`src/hw/pcrs_pkg.sv`:
```
// Package: constants, types and state of the program counter and return stack block
package pcrs_pkg;

  // ---------------------------------------------------------------
  // Widths and depths
  // ---------------------------------------------------------------
  localparam int unsigned PC_W     = 21;
  localparam int unsigned PTR_W    = 6;
  localparam int unsigned ENTRIES  = 36;
  localparam int unsigned PADDR_W  = 8;
  localparam logic [5:0]  DEPTH_NORMAL = 6'h1F;
  localparam logic [5:0]  DEPTH_DEBUG  = 6'h23;
  localparam logic [20:0] PC_STEP      = 21'h000002;

  // ---------------------------------------------------------------
  // Register byte offsets
  // ---------------------------------------------------------------
  localparam logic [7:0] OFF_COUNTER_LOW   = 8'h00;
  localparam logic [7:0] OFF_HIGH_LATCH    = 8'h04;
  localparam logic [7:0] OFF_UPPER_LATCH   = 8'h08;
  localparam logic [7:0] OFF_TOP_LOW       = 8'h0C;
  localparam logic [7:0] OFF_TOP_HIGH      = 8'h10;
  localparam logic [7:0] OFF_TOP_UPPER     = 8'h14;
  localparam logic [7:0] OFF_STACK_POINTER = 8'h18;
  localparam logic [7:0] OFF_RESET_CAUSE   = 8'h1C;
  localparam logic [7:0] OFF_CONFIG        = 8'h20;

  // ---------------------------------------------------------------
  // Field positions and reset values
  // ---------------------------------------------------------------
  localparam int unsigned BIT_OVERFLOW   = 7;
  localparam int unsigned BIT_UNDERFLOW  = 6;
  localparam int unsigned BIT_FAULT_RST  = 0;
  localparam logic [20:0] RST_PC         = 21'h000000;
  localparam logic [7:0]  RST_HIGH_LATCH = 8'h00;
  localparam logic [4:0]  RST_UPPER_LATCH = 5'h00;
  localparam logic [5:0]  RST_PTR        = 6'h00;
  localparam logic        RST_FAULT_EN   = 1'b1;

  // ---------------------------------------------------------------
  // Core operations
  // ---------------------------------------------------------------
  typedef enum logic [3:0] {
    OP_NONE,
    OP_ADVANCE,
    OP_JUMP,
    OP_CALL,
    OP_RELATIVE_CALL,
    OP_CALL_VIA_W,
    OP_INT_ACK,
    OP_RETURN,
    OP_RETURN_WITH_LITERAL,
    OP_RETURN_FROM_INTERRUPT,
    OP_PUSH,
    OP_POP,
    OP_PCL_WRITE,
    OP_PCL_READ
  } pcrs_op_t;

  typedef struct packed {
    pcrs_op_t    op;
    logic [20:0] target;
    logic [7:0]  data;
  } pcrs_req_t;

  typedef struct packed {
    logic [35:0][20:0] stk;
    logic [20:0]       pc;
    logic [7:0]        high_latch;
    logic [4:0]        upper_latch;
    logic [5:0]        ptr;
    logic              ovf;
    logic              unf;
    logic              fault_en;
    logic              fault_rst;
    logic [31:0]       prdata;
    logic              slverr;
    logic              fresh;
  } pcrs_state_t;

endpackage
```
`src/hw/pcrs_core.sv`:
```
// Program counter with latches and hardware return-address stack, APB register access
//
// The address map and the APB register port are this design's own decisions.
`timescale 1ns/1ns
module pcrs_core (
  // Clock and reset
  input  wire logic                  pclk,
  input  wire logic                  presetn,
  // APB slave
  input  wire logic                  psel,
  input  wire logic                  penable,
  input  wire logic                  pwrite,
  input  wire logic [7:0]            paddr,
  input  wire logic [31:0]           pwdata,
  output logic      [31:0]           prdata,
  output logic                       pready,
  output logic                       pslverr,
  // Core decoder side
  input  wire pcrs_pkg::pcrs_req_t   core_req,
  input  wire logic                  device_reset,
  input  wire logic                  in_circuit_debug_mode,
  output logic      [20:0]           program_counter,
  output logic                       stack_fault_reset,
  output logic                       stack_overflow_flag,
  output logic                       stack_underflow_flag
);

  // ---------------------------------------------------------------
  // State
  // ---------------------------------------------------------------
  pcrs_pkg::pcrs_state_t st_reg;
  pcrs_pkg::pcrs_state_t st_next;
  logic                  done;
  logic                  core_busy;
  logic [5:0]            max_ptr;
  logic [20:0]           top_value;

  function automatic logic hit(input logic [7:0] addr, input logic [7:0] off);
    hit = (addr == off);
  endfunction

  assign core_busy = (core_req.op != pcrs_pkg::OP_NONE);
  // Core operations own the cycle; APB waits so both never touch the same state together
  assign pready    = psel & penable & st_reg.fresh & ~core_busy;
  assign done      = pready;
  assign max_ptr   = in_circuit_debug_mode ? pcrs_pkg::DEPTH_DEBUG : pcrs_pkg::DEPTH_NORMAL;
  // Entry zero is never written, so it reads as zero
  assign top_value = st_reg.stk[st_reg.ptr];

  // ---------------------------------------------------------------
  // Next state
  // ---------------------------------------------------------------
  always_comb begin
    st_next           = st_reg;
    st_next.fault_rst = 1'b0;
    unique case (core_req.op)
      pcrs_pkg::OP_NONE: begin
      end
      pcrs_pkg::OP_ADVANCE: begin
        st_next.pc = st_reg.pc + pcrs_pkg::PC_STEP;
      end
      pcrs_pkg::OP_JUMP: begin
        st_next.pc = {core_req.target[20:1], 1'b0};
      end
      pcrs_pkg::OP_CALL, pcrs_pkg::OP_RELATIVE_CALL, pcrs_pkg::OP_CALL_VIA_W,
      pcrs_pkg::OP_INT_ACK, pcrs_pkg::OP_PUSH: begin
        // Latches untouched on every push path
        if (st_reg.ptr >= max_ptr) begin
          st_next.ovf = 1'b1;
          if (st_reg.fault_en) begin
            st_next.fault_rst = 1'b1;
            st_next.ptr       = pcrs_pkg::RST_PTR;
          end else begin
            st_next.stk[max_ptr] = st_reg.pc;
            st_next.ptr          = max_ptr;
          end
        end else begin
          st_next.ptr                        = st_reg.ptr + 6'h01;
          st_next.stk[st_reg.ptr + 6'h01]    = st_reg.pc;
        end
        if (core_req.op != pcrs_pkg::OP_PUSH) begin
          st_next.pc = {core_req.target[20:1], 1'b0};
        end
      end
      pcrs_pkg::OP_RETURN, pcrs_pkg::OP_RETURN_WITH_LITERAL,
      pcrs_pkg::OP_RETURN_FROM_INTERRUPT: begin
        if (st_reg.ptr == pcrs_pkg::RST_PTR) begin
          st_next.pc        = pcrs_pkg::RST_PC;
          st_next.unf       = 1'b1;
          st_next.fault_rst = st_reg.fault_en;
        end else begin
          st_next.pc  = {top_value[20:1], 1'b0};
          st_next.ptr = st_reg.ptr - 6'h01;
        end
      end
      pcrs_pkg::OP_POP: begin
        // Discard only; the counter keeps running from where it was
        if (st_reg.ptr == pcrs_pkg::RST_PTR) begin
          st_next.unf       = 1'b1;
          st_next.fault_rst = st_reg.fault_en;
        end else begin
          st_next.ptr = st_reg.ptr - 6'h01;
        end
      end
      pcrs_pkg::OP_PCL_WRITE: begin
        st_next.pc = {st_reg.upper_latch, st_reg.high_latch, core_req.data[7:1], 1'b0};
      end
      pcrs_pkg::OP_PCL_READ: begin
        st_next.high_latch  = st_reg.pc[15:8];
        st_next.upper_latch = st_reg.pc[20:16];
      end
    endcase

    // ---------------------------------------------------------------
    // APB completion
    // ---------------------------------------------------------------
    if (done && pwrite) begin
      if (hit(paddr, pcrs_pkg::OFF_COUNTER_LOW)) begin
        st_next.pc = {st_reg.upper_latch, st_reg.high_latch, pwdata[7:1], 1'b0};
      end
      if (hit(paddr, pcrs_pkg::OFF_HIGH_LATCH)) begin
        st_next.high_latch = pwdata[7:0];
      end
      if (hit(paddr, pcrs_pkg::OFF_UPPER_LATCH)) begin
        st_next.upper_latch = pwdata[4:0];
      end
      // Writes at pointer zero fall on nothing
      if (st_reg.ptr != pcrs_pkg::RST_PTR) begin
        if (hit(paddr, pcrs_pkg::OFF_TOP_LOW)) begin
          st_next.stk[st_reg.ptr][7:0] = pwdata[7:0];
        end
        if (hit(paddr, pcrs_pkg::OFF_TOP_HIGH)) begin
          st_next.stk[st_reg.ptr][15:8] = pwdata[7:0];
        end
        if (hit(paddr, pcrs_pkg::OFF_TOP_UPPER)) begin
          st_next.stk[st_reg.ptr][20:16] = pwdata[4:0];
        end
      end
      if (hit(paddr, pcrs_pkg::OFF_STACK_POINTER)) begin
        st_next.ptr = in_circuit_debug_mode ? pwdata[5:0] : {1'b0, pwdata[4:0]};
        if (st_next.ptr > max_ptr) begin
          st_next.ptr = max_ptr;
        end
      end
      if (hit(paddr, pcrs_pkg::OFF_RESET_CAUSE)) begin
        // Plain store, never a reset
        st_next.ovf = pwdata[pcrs_pkg::BIT_OVERFLOW];
        st_next.unf = pwdata[pcrs_pkg::BIT_UNDERFLOW];
      end
      if (hit(paddr, pcrs_pkg::OFF_CONFIG)) begin
        st_next.fault_en = pwdata[pcrs_pkg::BIT_FAULT_RST];
      end
    end
    if (done && !pwrite && hit(paddr, pcrs_pkg::OFF_COUNTER_LOW)) begin
      st_next.high_latch  = st_reg.pc[15:8];
      st_next.upper_latch = st_reg.pc[20:16];
    end

    // ---------------------------------------------------------------
    // Read data, captured while the transfer waits
    // ---------------------------------------------------------------
    if (psel) begin
      st_next.prdata = 32'h00000000;
      st_next.slverr = 1'b0;
      if (hit(paddr, pcrs_pkg::OFF_COUNTER_LOW)) begin
        st_next.prdata[7:0] = st_reg.pc[7:0];
      end else if (hit(paddr, pcrs_pkg::OFF_HIGH_LATCH)) begin
        st_next.prdata[7:0] = st_reg.high_latch;
      end else if (hit(paddr, pcrs_pkg::OFF_UPPER_LATCH)) begin
        st_next.prdata[4:0] = st_reg.upper_latch;
      end else if (hit(paddr, pcrs_pkg::OFF_TOP_LOW)) begin
        st_next.prdata[7:0] = top_value[7:0];
      end else if (hit(paddr, pcrs_pkg::OFF_TOP_HIGH)) begin
        st_next.prdata[7:0] = top_value[15:8];
      end else if (hit(paddr, pcrs_pkg::OFF_TOP_UPPER)) begin
        st_next.prdata[4:0] = top_value[20:16];
      end else if (hit(paddr, pcrs_pkg::OFF_STACK_POINTER)) begin
        st_next.prdata[5:0] = in_circuit_debug_mode ? st_reg.ptr : {1'b0, st_reg.ptr[4:0]};
      end else if (hit(paddr, pcrs_pkg::OFF_RESET_CAUSE)) begin
        st_next.prdata[pcrs_pkg::BIT_OVERFLOW]  = st_reg.ovf;
        st_next.prdata[pcrs_pkg::BIT_UNDERFLOW] = st_reg.unf;
      end else if (hit(paddr, pcrs_pkg::OFF_CONFIG)) begin
        st_next.prdata[pcrs_pkg::BIT_FAULT_RST] = st_reg.fault_en;
      end else begin
        st_next.slverr = 1'b1;
      end
    end
    // Captured data is only trusted after a cycle with no core operation and no completed transfer
    st_next.fresh = psel & ~core_busy & ~done;

    // Device reset: flags survive; power-on reset or a reset cause register write clears them
    if (device_reset) begin
      st_next.pc  = pcrs_pkg::RST_PC;
      st_next.ptr = pcrs_pkg::RST_PTR;
    end
    st_next.pc[0] = 1'b0;
  end

  always_ff @(posedge pclk or negedge presetn) begin
    if (!presetn) begin
      st_reg             <= '0;
      st_reg.pc          <= pcrs_pkg::RST_PC;
      st_reg.high_latch  <= pcrs_pkg::RST_HIGH_LATCH;
      st_reg.upper_latch <= pcrs_pkg::RST_UPPER_LATCH;
      st_reg.ptr         <= pcrs_pkg::RST_PTR;
      st_reg.fault_en    <= pcrs_pkg::RST_FAULT_EN;
    end else begin
      st_reg <= st_next;
    end
  end

  assign prdata               = st_reg.prdata;
  assign pslverr              = st_reg.slverr & pready;
  assign program_counter      = st_reg.pc;
  assign stack_fault_reset    = st_reg.fault_rst;
  assign stack_overflow_flag  = st_reg.ovf;
  assign stack_underflow_flag = st_reg.unf;

  logic is_push;
  logic is_ret;
  assign is_push = core_req.op inside {pcrs_pkg::OP_CALL, pcrs_pkg::OP_RELATIVE_CALL,
                                       pcrs_pkg::OP_CALL_VIA_W, pcrs_pkg::OP_INT_ACK, pcrs_pkg::OP_PUSH};
  assign is_ret  = core_req.op inside {pcrs_pkg::OP_RETURN, pcrs_pkg::OP_RETURN_WITH_LITERAL,
                                       pcrs_pkg::OP_RETURN_FROM_INTERRUPT};
endmodule

```
`config.mk`:
```
export PLATFORM = sky130hd
export DESIGN_NAME = pcrs_core
export DESIGN_NICKNAME = d
export VERILOG_FILES = /design/src/hw/pcrs_pkg.sv /design/src/hw/pcrs_core.sv
export SDC_FILE = /design/constraint.sdc
export NUM_CORES = 2
export LEC_CHECK = 0
export BUFFER_PORTS_ARGS = -buffer_cell sky130_fd_sc_hd__buf_4
export CORE_MARGIN = 8
export CORE_UTILIZATION = 45
export DETAILED_ROUTE_END_ITERATION = 7
export PLACE_DENSITY = 0.62
export SLEW_MARGIN = 20
export SYNTH_ARGS = -nofsm -noshare
export SYNTH_HDL_FRONTEND = slang
export SYNTH_SLANG_ARGS = --single-unit
```
`constraint.sdc`:
```
create_clock -name pclk -period 2.8 [get_ports pclk]
set_clock_uncertainty 0.05 [all_clocks]
set_input_delay 0.14 -clock pclk [delete_from_list [all_inputs] [get_ports pclk]]
set_output_delay 0.14 -clock pclk [all_outputs]
set_load 0.005 [all_outputs]
```
Word-level counts from Yosys, hierarchy flattened
Cells that the tools add are included.

Output and inout bits: 58. Word-level logic and storage cells: 183. Register bits: 809.

Eq/ne operators: 22. Mux-type cells: 80. Reduce and logical (&&, ||, !) cells: 15. Bitwise logic cells: 8. Add/subtract/negate cells: 3. $lt $le $gt $ge: 8.

Operators with widths (number): two-way mux 756 bit (11); bitwise mux 756 bit (5); two-way mux 799 bit (1); demux 21 bit (select 6 bit) (5); two-way mux 21 bit (8); binary-select mux 21 bit (select 6 bit) (1); case mux 21 bit (5 select lines) (1); two-way mux 6 bit (9); two-way mux 8 bit (6); equality test 8 x 5 -> 1 bit (second input constant) (4); two-way mux 13 bit (2); equality test 4 bit (second input constant) (6); adder 21 x 2 -> 21 bit (second input constant) (1); < comparator 6 x 7 -> 1 bit (second input constant) (3); two-way mux 5 bit (4); greater-or-equal comparator 6 x 1 -> 1 bit (second input constant) (3); two-way mux 1 bit (18); equality test 4 x 3 -> 1 bit (second input constant) (4); equality test 8 x 4 -> 1 bit (second input constant) (2); two-way mux 16 bit (1); case mux 6 bit (2 select lines) (1); equality test 4 x 2 -> 1 bit (second input constant) (2); equality test 8 x 3 -> 1 bit (second input constant) (1); equality test 8 x 6 -> 1 bit (second input constant) (1); other kinds (21) (36).

Depth between registers and ports, before layout
Depth after elaboration: 22. Gate-level depth with buffers: 16.

Worst setup path before layout
Ideal clock, no wire load.

Kind: register -> register. Start point: register st_reg[38] in the netlist's numbering. End point: register st_reg[355] in the netlist's numbering. Path buffers: 8. Cell stages (with the launch flop): 17. Arrival: 2910 ps. Path slack: -242 ps. Data required time: 2668 ps. Cells stage by stage: dfrtp_1 -> buf_4 -> buf_4 -> inv_1 -> buf_2 -> buf_2 -> ha_1 -> and3_1 -> clkbuf_1 -> or2_1 -> clkbuf_1 -> nor2_2 -> buf_4 -> nand2_1 -> clkbuf_1 -> nor2_1 -> a31oi_1.

RTL lines: start: declaration (line pcrs_core.sv:31) `pcrs_pkg::pcrs_state_t st_reg;`; start signal: assignment (line pcrs_core.sv:208) `st_reg <= st_next;`.

==> impl_metrics.py <==
metrics = {
    "floorplan": {
        "floorplan.initialDensity_pct": 45.3,
        "placement_rows": 117,
        "fp.dieW_um": 335,
        "pin_count": 138,
        "die_h_um": 335,
        "die_area_um2": 113000,
        "coreArea_um2": 101000,
    },
    "timing": {
        "timing.final.setup_violations": 644,
        "period_share_pct": 109,
        "grt_setup_unrepaired": "yes",
        "layout_setup_ws_ps": -260,
        "timing.final.hold_violations": 2,
        "max_slew_margin_pct": 38.2,
        "finalHoldWorstSlack_ps": -19.8,
        "worstMarginPinSlew_ps": 927,
        "layout_min_cycle_time_ps": 3060,
        "report.final.slew_viol_count": 0,
        "finalSetupTns_ps": -49260,
        "clock.fmax_mhz": 327,
    },
    "power": {
        "share_clk_of_total_power_pct": 34.7,
        "power_switching_share_pct": 34.0,
        "p_int_mw": 24.3,
        "comb_power_share_pct": 28.1,
        "static-leakage-power_nw": 26.4,
        "power_frac_seq_pct": 37.1,
        "power_per_cell_area_nw_per_um2": 624,
        "irDropWorstVdd_uv": 478,
        "total_switching_power_mw": 12.5,
    },
    "synthesis": {
        "synth-xor-area-share_pct": 0.338,
        "primary_ff_master_synth": "sky130_fd_sc_hd__dfrtp_1",
        "netlist_area_um2": 45900,
        "synth_top_cell_area_share_pct": 44.0,
        "post_synthesis_instance_total": 5457,
        "synth.most_common_cell": "sky130_fd_sc_hd__nand2_1",
        "post_synth.cell_area_avg_um2": 8.41,
        "ys_types": 87,
        "ys.warnings.count": 0,
        "synth.ff_latch_count": 809,
        "synth-simple-area-share_pct": 20.2,
        "share_of_the_synthesized_area_in_compound_gates_ao_oa_aoi_oai_pct": 18.6,
        "combinational_family_with_the_most_area_after_synthesis": "simple AND/OR/NAND/NOR gates",
        "number_of_enable_flip_flop_cells_after_synthesis": 0,
        "postSynth.asyncResetShare_pct": 100,
        "top_cell_type_by_total_area_after_synthesis": "sky130_fd_sc_hd__dfrtp_1",
        "ys_top_cells_by_area": "sky130_fd_sc_hd__dfrtp_1 44%, sky130_fd_sc_hd__nand2_1 11%, sky130_fd_sc_hd__mux2i_1 6.3%",
        "synthAdderAreaFrac_pct": 0.327,
        "synth_mux_area_share_pct": 10.4,
        "post_synth_most_frequent_cells": "1384 x sky130_fd_sc_hd__nand2_1, 808 x sky130_fd_sc_hd__dfrtp_1, 626 x sky130_fd_sc_hd__nor2_1",
        "sequential_share_of_the_synthesized_area_pct": 44.1,
    },
    "global_routing": {
        "grtUsageTotal_pct": 37.5,
        "number_of_antenna_violations_at_the_first_check_in_global_routing": 9,
        "grt_first_pass_wirelength_um": 314000,
        "via_count_of_the_first_global_routing_pass": 44000,
        "globalRouteOverflowTotal": 0,
        "grt_start_max_net_pins": 113,
    },
    "critical_path": {
        "timing.critical_path.fanout_max": 14,
        "critPathRequiredTime_ps": 3310,
        "crit_path_end": "program_counter[20]$_DFF_PN0_",
        "r2r_depth": 9,
        "worstSetupStartpointType": "flip-flop",
        "worstSetupPathType": "reg -> reg",
        "worstSetupEndpointType": "flip-flop",
        "ff2ff_setup_slack_ps": -260,
        "reg2reg_start": "st_reg[39]$_DFF_PN0_",
        "worstPathArrival_ps": 3570,
        "critPathLaunch": "st_reg[39]$_DFF_PN0_",
        "critical_path.cell_chain": "buf_12 -> buf_12 -> nor2b_4 -> buf_4 -> a222oi_1 -> o22ai_2 -> or4_4 -> a21oi_2 -> a221oi_1",
        "regToRegEndpoint": "program_counter[20]$_DFF_PN0_",
        "most_common_cell_on_crit_path": "sky130_fd_sc_hd__buf_12",
        "timing.critical_path.slowest_cell_delay_ps": 640,
        "timing.critical_path.slowest_stage_cell": "sky130_fd_sc_hd__a222oi_1",
    },
    "run": {
        "cap_violations": 0,
    },
    "cts": {
        "tritoncts": "done",
        "clk_pin_slew_worst_paths_ps": 60,
        "cts_inserted_buffers": 92,
        "cts_htree_levels": 3,
        "cts_max_path_buffers": 3,
        "root_buffer": "sky130_fd_sc_hd__clkbuf_16",
        "clock_insertion_delay_worst_skew_ps": 700,
        "clkSinkCount": 809,
    },
    "layout": {
        "largest_register_ffs": 778,
        "final_nets": 5950,
        "multiInputGateArea_um2": 24700,
        "drive_above_1_share_pct": 23.4,
        "area.sequential_um2": 20300,
        "fillers": 8655,
        "final_instance_area_um2": 59100,
        "syn_to_final_growth_pct": 28.8,
    },
    "detailed_routing": {
        "dr.pass1.iters": 8,
        "detail_route.drc_violations": 0,
        "drt-initial-drc-count": 7981,
        "drt-wirelength-per-cell_um": 31.0,
        "dr_total_vias": 48000,
        "antenna_left": 0,
        "viasPerCell": 6.57,
        "routed_wirelength_um": 227000,
    },
    "placed_design": {
        "place_hpwl_um": 144000,
        "placement.setup.worst_slack_ps": -577,
        "place.port_buffers": 86,
        "placed_cell_area_um2": 52200,
        "place.gp.congestion": 1.09,
    },
    "min_path": {
        "min_path_type": "in -> reg",
    },
    "outcome": {
        "violations": "negative hold slack, negative setup slack",
        "run_status": "finished, violations left",
    },
}
==> per-stage QoR <==
step	total power, mW	util, %	instances
after floorplan	17.5	-	5481
after global placement	22.4	51.5	7003
after detailed placement	22.5	51.5	7003
after CTS	35.8	56.2	7242
after global routing	37.6	58.3	7301
final	36.9	58.3	7306
==> cell type report <==
| type | count | share of cell area (%) |
|---|---|---|
| clock inverter | 33 | 0.719 |
| tap | 1368 | 2.89 |
| timing repair buffer | 851 | 15.6 |
| antenna | 6 | 0.0254 |
| clock buffer | 135 | 4.56 |
| sequential | 809 | 34.3 |
| multi-input combinational | 4085 | 41.8 |
| inverter | 19 | 0.127 |
==> metal layers <==
layer  global-route usage (%)  part of all wire (%)  vias to the layer above
li1                         -                     -                    19900
met1                     50.3                    37                    23300
met2                     53.0                    41                     3962
met3                     11.5                    14                      836
met4                     22.8                   7.4                        6
met5                        0                 0.021                        -
==> critical path: cells and delay by family, from the launching register on <==
kind	cells	cell delay [ps]
buf+inv	3	490
compound gates	4	1040
simple gates	2	760
flops	1	560
==> placed cells by master, fill, tap and decap left out, types with 32 or more instances in the layout <==
master,n
sky130_fd_sc_hd__nor3_1,48
sky130_fd_sc_hd__clkbuf_16,118
sky130_fd_sc_hd__nand2_2,50
sky130_fd_sc_hd__mux4_2,61
sky130_fd_sc_hd__o21ai_1,72
sky130_fd_sc_hd__nand2_1,1308
sky130_fd_sc_hd__dfrtp_1,785
sky130_fd_sc_hd__a21oi_1,122
sky130_fd_sc_hd__buf_6,36
sky130_fd_sc_hd__a31oi_1,416
sky130_fd_sc_hd__a22oi_1,121
sky130_fd_sc_hd__a221oi_1,32
sky130_fd_sc_hd__dlygate4sd3_1,37
sky130_fd_sc_hd__mux2_2,47
sky130_fd_sc_hd__mux2i_1,285
sky130_fd_sc_hd__buf_4,578
sky130_fd_sc_hd__nor2_1,590
sky130_fd_sc_hd__nand3_1,69
sky130_fd_sc_hd__buf_12,151
sky130_fd_sc_hd__o21ai_0,296
==> power groups by stage <==
stage                     clock network [mW]  logic [mW]  registers (mW)
final                                   12.8        10.4            13.7
after detailed placement                   0        8.66            13.8
after CTS                               12.8        9.33            13.6
after global placement                     0        8.57            13.8
after floorplan                            0        4.09            13.4
after global routing                    13.3        10.6            13.7
==> cell families after synthesis <==
| logic type | Yosys count |
|---|---|
| muxes | 397 |
| xor gates and xnor gates | 16 |
| other | 1 |
| adders and majority gates | 12 |
| buffers and inverters | 587 |
| and+or+nand+nor | 2290 |
| AOI/OAI and AO/OA | 1345 |
| DFF | 809 |
==> repair_timing <==
action,CTS,global route
buffers inserted,28,33
pin swaps,53,126
gates cloned,8,29
hold buffers,38,0
resized for setup,217,299
endpoints found under the hold margin,756,0
endpoints found under the setup margin,789,785
==> worst min path at each step <==
stage,startpoint,end,slack (ps),cells past startpoint
floorplan,presetn,prdata[0]$_DFFE_PN0P_,-210,0
global placement,presetn,st_reg[579]$_DFF_PN0_,70,1
detailed placement,presetn,st_reg[579]$_DFF_PN0_,70,1
CTS,core_req[19],program_counter[11]$_DFF_PN0_,5,5
global route,pwdata[4],st_reg[208]$_DFF_PN0_,20,4
finish,pwdata[4],st_reg[208]$_DFF_PN0_,-20,4
Note: power is estimated with default switching activity, not from simulation.
